<file path="config.mk">
export PLATFORM = sky130hd
export DESIGN_NAME = fdx_host
export DESIGN_NICKNAME = d
export VERILOG_FILES = /design/src/core/fdx_pkg.sv /design/src/core/fdx_host.sv
export VERILOG_INCLUDE_DIRS = /design/src /design/src/core
export SDC_FILE = /design/constraint.sdc
export NUM_CORES = 1
export LEC_CHECK = 0
export BUFFER_PORTS_ARGS = -buffer_cell sky130_fd_sc_hd__buf_2
export CORE_MARGIN = 2
export CORE_UTILIZATION = 50
export DETAILED_ROUTE_END_ITERATION = 8
export PLACE_DENSITY = 0.75
export SLEW_MARGIN = 20
export SYNTH_ARGS = -nofsm -noshare
export SYNTH_HDL_FRONTEND = slang
export SYNTH_SLANG_ARGS = --single-unit
</file>
<file path="constraint.sdc">
create_clock -name clk_sys_i -period 2.45 [get_ports clk_sys_i]
set_input_delay 0.245 -clock clk_sys_i [delete_from_list [all_inputs] [get_ports clk_sys_i]]
set_output_delay 0.245 -clock clk_sys_i [all_outputs]
set_load 0.05 [all_outputs]
</file>
<file path="src/core/fdx_regs.svh">
// constants for the cascaded fifo host controller
// assumes a 125 MHz system clock; included by the controller and its package
`ifndef FDX_REGS_SVH
`define FDX_REGS_SVH
`define FDX_CLK_PERIOD_NS   8
// strobe low and high widths and reset width, ns (slowest grade)
`define FDX_T_STRB_NS       200
`define FDX_T_RECOV_NS      40
`define FDX_T_RESET_NS      235
`define FDX_T_RSSETUP_NS    180
`define FDX_CYC(ns)         (((ns) + `FDX_CLK_PERIOD_NS - 1) / `FDX_CLK_PERIOD_NS)
`define FDX_N_STRB          6'(`FDX_CYC(`FDX_T_STRB_NS))
`define FDX_N_RECOV         6'(`FDX_CYC(`FDX_T_RECOV_NS))
`define FDX_N_RESET         6'(`FDX_CYC(`FDX_T_RESET_NS))
`define FDX_N_RSSETUP       6'(`FDX_CYC(`FDX_T_RSSETUP_NS))
`define FDX_DATA_W          9
`define FDX_DEV_N           3
// one bit per device, low marks the ring head
`define FDX_FIRST_LOAD_SEL  3'h6
`endif

</file>
<file path="src/core/fdx_pkg.sv">
// types for the cascaded fifo host controller
// assumes fdx_regs.svh; state codes and the 6-bit count width are set here
`default_nettype none
`include "fdx_regs.svh"
package fdx_pkg;
  typedef enum logic [2:0] {
    FDX_RESET = 3'b000,
    FDX_IDLE  = 3'b001,
    FDX_LOW   = 3'b011,
    FDX_HIGH  = 3'b010,
    FDX_SETUP = 3'b110
  } fdx_state_t;
  typedef logic [5:0] fdx_cnt_t;
endpackage
`default_nettype wire

</file>
<file path="src/core/fdx_host.sv">
// host controller driving a ring of cascaded asynchronous fifos
// assumes shared write and read strobes, ringed expansion pins, or-ed flags
`timescale 1ns/1ps
`default_nettype none
`include "fdx_regs.svh"
module fdx_host (
  input  wire logic                   clk_sys_i,
  input  wire logic                   rst_i,
  input  wire logic                   wr_req_i,
  input  wire logic [`FDX_DATA_W-1:0] wr_data_i,
  input  wire logic                   rd_req_i,
  input  wire logic [`FDX_DATA_W-1:0] fifo_q_i,
  input  wire logic                   full_flag_n_i,
  input  wire logic                   empty_flag_n_i,
  output logic                        wr_ready_o,
  output logic                        rd_ready_o,
  output logic                        rd_valid_o,
  output logic [`FDX_DATA_W-1:0]      rd_data_o,
  output logic [`FDX_DATA_W-1:0]      fifo_d_o,
  output logic                        write_strobe_n_o,
  output logic                        read_strobe_n_o,
  output logic                        reset_n_o,
  output logic                        reread_strobe_n_o,
  output logic [`FDX_DEV_N-1:0]       first_load_select_o
);
  // ------------------------------------------------------------
  // flag synchronisers
  // ------------------------------------------------------------
  logic [2:0] ff_sync_q;
  logic [2:0] ef_sync_q;
  logic       full_q;
  logic       empty_q;
  always_ff @(posedge clk_sys_i or posedge rst_i) begin
    if (rst_i) begin
      ff_sync_q <= 3'h0;
      ef_sync_q <= 3'h0;
    end else begin
      ff_sync_q <= {ff_sync_q[1:0], full_flag_n_i};
      ef_sync_q <= {ef_sync_q[1:0], empty_flag_n_i};
    end
  end
  // second and third flop must agree before a flag moves
  // composite flags
  always_ff @(posedge clk_sys_i or posedge rst_i) begin
    if (rst_i) begin
      full_q  <= 1'b1;
      empty_q <= 1'b1;
    end else begin
      if (ff_sync_q[1] == ff_sync_q[2]) begin
        full_q <= ~ff_sync_q[2];
      end
      if (ef_sync_q[1] == ef_sync_q[2]) begin
        empty_q <= ~ef_sync_q[2];
      end
    end
  end
  // ------------------------------------------------------------
  // strobe sequencer
  // ------------------------------------------------------------
  fdx_pkg::fdx_state_t state_q;
  fdx_pkg::fdx_cnt_t   cnt_q;
  logic                is_rd_q;
  logic                cnt_done;
  assign cnt_done = (cnt_q == 6'h00);
  wire idle_ok = (state_q == fdx_pkg::FDX_IDLE) && cnt_done;
  assign wr_ready_o = idle_ok && !full_q;
  assign rd_ready_o = idle_ok && !empty_q && !wr_req_i;
  always_ff @(posedge clk_sys_i or posedge rst_i) begin
    if (rst_i) begin
      state_q <= fdx_pkg::FDX_RESET;
      cnt_q   <= `FDX_N_RESET;
      is_rd_q <= 1'b0;
    end else begin
      if (!cnt_done) begin
        cnt_q <= cnt_q - 6'h01;
      end
      case (state_q)
        fdx_pkg::FDX_RESET: begin
          if (cnt_done) begin
            state_q <= fdx_pkg::FDX_SETUP;
            cnt_q   <= `FDX_N_RECOV;
          end
        end
        fdx_pkg::FDX_SETUP: begin
          if (cnt_done) begin
            state_q <= fdx_pkg::FDX_IDLE;
          end
        end
        fdx_pkg::FDX_IDLE: begin
          if (wr_ready_o && wr_req_i) begin
            state_q <= fdx_pkg::FDX_LOW;
            cnt_q   <= `FDX_N_STRB;
            is_rd_q <= 1'b0;
          end else if (rd_ready_o && rd_req_i) begin
            state_q <= fdx_pkg::FDX_LOW;
            cnt_q   <= `FDX_N_STRB;
            is_rd_q <= 1'b1;
          end
        end
        fdx_pkg::FDX_LOW: begin
          if (cnt_done) begin
            state_q <= fdx_pkg::FDX_HIGH;
            cnt_q   <= `FDX_N_RECOV;
          end
        end
        fdx_pkg::FDX_HIGH: begin
          if (cnt_done) begin
            state_q <= fdx_pkg::FDX_IDLE;
          end
        end
        default: begin
          state_q <= fdx_pkg::FDX_RESET;
        end
      endcase
    end
  end
  // ------------------------------------------------------------
  // pin drivers
  // ------------------------------------------------------------
  // strobe spacing
  always_ff @(posedge clk_sys_i or posedge rst_i) begin
    if (rst_i) begin
      write_strobe_n_o <= 1'b1;
      read_strobe_n_o  <= 1'b1;
    end else begin
      write_strobe_n_o <= !(state_q == fdx_pkg::FDX_IDLE && wr_ready_o && wr_req_i)
                          && !(state_q == fdx_pkg::FDX_LOW && !is_rd_q && !cnt_done);
      read_strobe_n_o  <= !(state_q == fdx_pkg::FDX_IDLE && !(wr_ready_o && wr_req_i)
                            && rd_ready_o && rd_req_i)
                          && !(state_q == fdx_pkg::FDX_LOW && is_rd_q && !cnt_done);
    end
  end
  always_ff @(posedge clk_sys_i or posedge rst_i) begin
    if (rst_i) begin
      reset_n_o         <= 1'b0;
      reread_strobe_n_o <= 1'b1;
    end else begin
      reset_n_o         <= (state_q != fdx_pkg::FDX_RESET);
      reread_strobe_n_o <= 1'b1;
    end
  end
  always_ff @(posedge clk_sys_i or posedge rst_i) begin
    if (rst_i) begin
      first_load_select_o <= `FDX_FIRST_LOAD_SEL;
    end else begin
      first_load_select_o <= `FDX_FIRST_LOAD_SEL;
    end
  end
  // ------------------------------------------------------------
  // data path
  // ------------------------------------------------------------
  // one width group
  always_ff @(posedge clk_sys_i or posedge rst_i) begin
    if (rst_i) begin
      fifo_d_o   <= 9'h000;
      rd_data_o  <= 9'h000;
      rd_valid_o <= 1'b0;
    end else begin
      if (state_q == fdx_pkg::FDX_IDLE && wr_ready_o && wr_req_i) begin
        fifo_d_o <= wr_data_i;
      end
      rd_valid_o <= 1'b0;
      // capture on the next-to-last low cycle of the read strobe
      if (state_q == fdx_pkg::FDX_LOW && is_rd_q && cnt_q == 6'h01) begin
        rd_data_o  <= fifo_q_i;
        rd_valid_o <= 1'b1;
      end
    end
  end
  // ------------------------------------------------------------
  // checks
  // ------------------------------------------------------------
  // cycles the present strobe has been held low
  fdx_pkg::fdx_cnt_t low_len_q;
  always_ff @(posedge clk_sys_i or posedge rst_i) begin
    if (rst_i) begin
      low_len_q <= 6'h00;
    end else if (!write_strobe_n_o || !read_strobe_n_o) begin
      low_len_q <= low_len_q + 6'h01;
    end else begin
      low_len_q <= 6'h00;
    end
  end
  AST_NO_BOTH: assert property (@(posedge clk_sys_i) disable iff (rst_i)
    !(!write_strobe_n_o && !read_strobe_n_o)) else $error("both strobes low");
  AST_RESET_HIGH: assert property (@(posedge clk_sys_i) disable iff (rst_i)
    !reset_n_o |-> write_strobe_n_o && read_strobe_n_o) else $error("strobe in reset");
  AST_WR_WIDTH: assert property (@(posedge clk_sys_i) disable iff (rst_i)
    $fell(write_strobe_n_o) |-> !write_strobe_n_o [*7]) else $error("write too short");
  AST_RD_WIDTH: assert property (@(posedge clk_sys_i) disable iff (rst_i)
    $fell(read_strobe_n_o) |-> !read_strobe_n_o [*7]) else $error("read too short");
  AST_WR_RECOV: assert property (@(posedge clk_sys_i) disable iff (rst_i)
    $rose(write_strobe_n_o) |-> write_strobe_n_o [*5]) else $error("write recovery");
  AST_RD_RECOV: assert property (@(posedge clk_sys_i) disable iff (rst_i)
    $rose(read_strobe_n_o) |-> read_strobe_n_o [*5]) else $error("read recovery");
  AST_STRB_LEN: assert property (@(posedge clk_sys_i) disable iff (rst_i)
    ($rose(write_strobe_n_o) || $rose(read_strobe_n_o)) |-> low_len_q >= `FDX_N_STRB)
    else $error("strobe shorter than minimum");
  AST_RD_EMPTY: assert property (@(posedge clk_sys_i) disable iff (rst_i)
    $fell(read_strobe_n_o) |-> !$past(empty_q) && $past(rd_req_i) && !$past(wr_req_i))
    else $error("read while empty");
  AST_WR_FULL: assert property (@(posedge clk_sys_i) disable iff (rst_i)
    $fell(write_strobe_n_o) |-> !$past(full_q) && $past(wr_req_i))
    else $error("write while full");
  AST_IDLE_QUIET: assert property (@(posedge clk_sys_i) disable iff (rst_i)
    state_q == fdx_pkg::FDX_IDLE |-> write_strobe_n_o && read_strobe_n_o)
    else $error("strobe low while idle");
  AST_WR_DATA_HOLD: assert property (@(posedge clk_sys_i) disable iff (rst_i)
    !write_strobe_n_o && !$past(write_strobe_n_o) |-> $stable(fifo_d_o))
    else $error("write data moved under strobe");
  AST_RD_IN_STROBE: assert property (@(posedge clk_sys_i) disable iff (rst_i)
    rd_valid_o |-> !read_strobe_n_o)
    else $error("read data taken outside strobe");
  AST_NO_RT: assert property (@(posedge clk_sys_i) disable iff (rst_i)
    reread_strobe_n_o) else $error("retransmit used");
endmodule
`default_nettype wire

</file>
==> results by group <==
Timing
  – Setup TNS: 0 ps
  – Slew Limit Fails: 0
  – Clk_skew: ~5.8 ps
  – Final setup vio count: 0
  – Achievable Freq: about 0.45 GHz
  – Final Hold Viols: 0
  – RSZ-0062 raised after global routing: false
  – Setup ws final: approximately 250 ps
  – Ratio of final minimum period to clock period: between 80% and 90%
  – Final min period: between 2000 and 2500 ps

Floorplan
  – Die Y: 63.0 µm
  – I/O Pins: 52
  – Die X-Extent: ~63 µm
  – Row cnt: 21
  – Initial Util: 52.2%
  – Core ar.: approximately 0.0033 mm²
  – Total die area: roughly 0.0040 mm²

Clock tree
  – Clock insertion delay at the later pin of the skew report: between 300 and 400 ps
  – Post_cts resized: 0
  – Clk sink count: 40
  – # H-tree levels: 2
  – Inserted Clock Buffers: 5
  – CTS tree: done
  – Setup bufs post-CTS: 0
  – CTS Buffer Depth: 2
  – CTS root buf: clkbuf_4
  – Worst-path clk slew: 110 ps

Global route
  – Gr usage total: roughly 18%
  – Pin count of the biggest net entering global routing: just over 40
  – First-pass GRT wire length: roughly 5400 µm
  – Vias in the first global route: approximately 1300
  – GRT overflow: 0
  – Initial antenna violation count: 0

Drt
  – Post-DR wirelength/cell: 12.8 µm
  – DRT Pass-1 Iters: 4
  – Final ANT Viol Nets: 0
  – Vias per inst: approximately 5.2
  – # DRC: 0
  – Iter 0 DRT Violations: 73
  – Final wirelength: approximately 3000 µm
  – Via Count: approximately 1300

Yosys
  – Post-synth top area cell: dfrtp_1
  – Top-count cell post-synth: dfrtp_1
  – #FFs+latches synth: 40
  – Cell count after synthesis: about 140
  – Ys async rst share: 100%
  – Main synth FF type: dfrtp_1
  – Sequential area share after synthesis: between 50% and 60%
  – Top cell type's share of synthesized area: 45.9%
  – Netlist cell types: 38
  – Post-synth EDFFs: 0
  – Post-synth top cells: dfrtp_1 (32), mux2_2 (19), dfstp_2 (8), a21oi_1 (6), nand2_1 (6)
  – Main area contributors after synthesis: dfrtp_1 (46%), mux2_2 (12%), dfstp_2 (12%)
  – Yosys warnings: 0
  – Mapped cell area: 0.00174 mm²
  – Synth Area per Inst: about 13 µm²

Status
  – Status: complete, no violations

Place
  – Input/output buffers: 47
  – Pre-CTS WS: 521 ps
  – HPWL Detailed: 2290 µm
  – Routability congestion estimate from global placement: between 0.8 and 0.9

Critical path
  – CP Data Required Time: 2200 ps
  – CP Capture Type: primary output
  – Worst setup SP type: flip-flop
  – CP max FO: 4
  – Critical Path AT: a little under 2000 ps
  – Worst setup path class: flip-flop to primary output

Pwr
  – Power per Cell Area: 1240 mW/mm²
  – Leak: 1.05 nW
  – VDD IR-drop max: 0.000644 V

Final layout
  – Layout area overhead: 21.6%
  – # diodes: 0
  – Fin nets: between 200 and 250
  – Filler cells: around 280
  – Fraction of layout cells with a size suffix above 1: between 40% and 50%

Min path
  – Min-Delay Path Class: input pin to flip-flop

Job
  – Max-cap violations: 0
## path summary, 6_finish.rpt
| path | cells past startpoint | slack (ps) | end | startpoint |
|---|---|---|---|---|
| max | 6 | 250 | rd_ready_o | cnt_q[0] |
| min | 2 | 120 | rd_data_o[2] | fifo_q_i[2] |
| max reg2reg | 6 | 490 | cnt_q[0] | cnt_q[5] |
| min reg2reg | 0 | 360 | ff_sync_q[1] | ff_sync_q[0] |
| max in group asynchronous | 4 | 1560 | write_strobe_n_o | rst_i |
| min in group asynchronous | 4 | 540 | ef_sync_q[0] | rst_i |
## layer usage
metal | GRT usage, % | vias up | share of wire [%]
met5 | 0 | - | 0
met4 | 11.1 | 0 | 2.7
met3 | 3.78 | 9 | 4.8
met2 | 29.5 | 46 | 53
met1 | 20.5 | 615 | 39
li1 | - | 593 | -
## power breakdown
| part | switching (mW) | leakage [nW] | total, mW | internal, mW |
|---|---|---|---|---|
| clock | 0.203 | 0.0282 | 0.314 | 0.111 |
| combinational | 0.814 | 0.529 | 1.24 | 0.423 |
| sequential | 0.164 | 0.498 | 1.07 | 0.903 |
## state kept, by name, indices dropped and copies added (netlist names)
signal	count
state_q	3
ff_sync_q	3
rd_data_o	9
write_strobe_n_o	1
rd_valid_o	1
is_rd_q	1
empty_q	1
ef_sync_q	3
full_q	1
cnt_q	6
read_strobe_n_o	1
fifo_d_o	9
reset_n_o	1
## kinds of logic (layout without fill, tap and decap cells)
kind of cell | after synthesis | count (layout) | share of synthesized area [%]
AOI/OAI and AO/OA | 20 | 20 | 7.18
xor gates and xnor gates | 3 | 3 | 1.51
adders and majority gates | 3 | 3 | 2.15
buffers and inverters | 12 | 67 | 3.73
DFF | 40 | 40 | 58.0
muxes | 20 | 20 | 12.9
other | 2 | 4 | 0.431
and+or+nand+nor | 38 | 38 | 14.1
## through the flow
stage / cell area, µm² / util (%) / power, mW / instances / hold WS (ps)
after floorplan: 1760 / - / 2.01 / 140 / 276
after global placement: 2040 / 61.0 / 2.28 / 230 / 333
after detailed placement: 2040 / 61.0 / 2.31 / 230 / 337
after CTS: 2120 / 63.5 / 2.64 / 241 / 105
after global routing: 2120 / 63.5 / 2.79 / 241 / 94.8
final: 2120 / 63.5 / 2.62 / 241 / 123
## worst max-delay path, stage by stage, from the launching register on
cell and delay (ps):
dfrtp_1 440, inv_1 70, ha_1 220, nor2b_1 200, nand3_1 210, nor3_2 170
buf_2 290
## cells in the final DEF, fill, tap and decap left out, types with 2 or more instances in the layout
| cell | count |
|---|---|
| or3_1 | 3 |
| a21oi_1 | 6 |
| nor2_1 | 5 |
| mux2_2 | 19 |
| buf_2 | 47 |
| dfrtp_1 | 32 |
| buf_4 | 5 |
| nand3_1 | 3 |
| dfstp_2 | 8 |
| nor2b_1 | 5 |
| nand2_1 | 6 |
| or3b_2 | 2 |
| ha_1 | 3 |
| o211ai_1 | 2 |
| xnor2_1 | 2 |
| nand2b_1 | 3 |
| nor3_1 | 2 |
| clkbuf_4 | 5 |
| dlygate4sd3_1 | 3 |
| o21ai_0 | 5 |
| conb_1 | 4 |
| inv_1 | 4 |
## area by class of cell
cell class / instances / area, µm² / share of cell area (%)
Multi-Input combinational cell: 88 / 679 / 32.1
Sequential cell: 40 / 1010 / 47.7
Clock inverter: 2 / 12.5 / 0.590
Clock buffer: 6 / 41.3 / 1.95
Inverter: 4 / 15.0 / 0.708
Tap cell: 46 / 57.6 / 2.72
Timing Repair Buffer: 55 / 303 / 14.3
## repair_timing
item | CTS | global route
endpoints found under the setup margin | 0 | 0
hold endpoints to repair | 31 | 0
hold buffers | 3 | 0
Power figures use the tool's default switching activity.
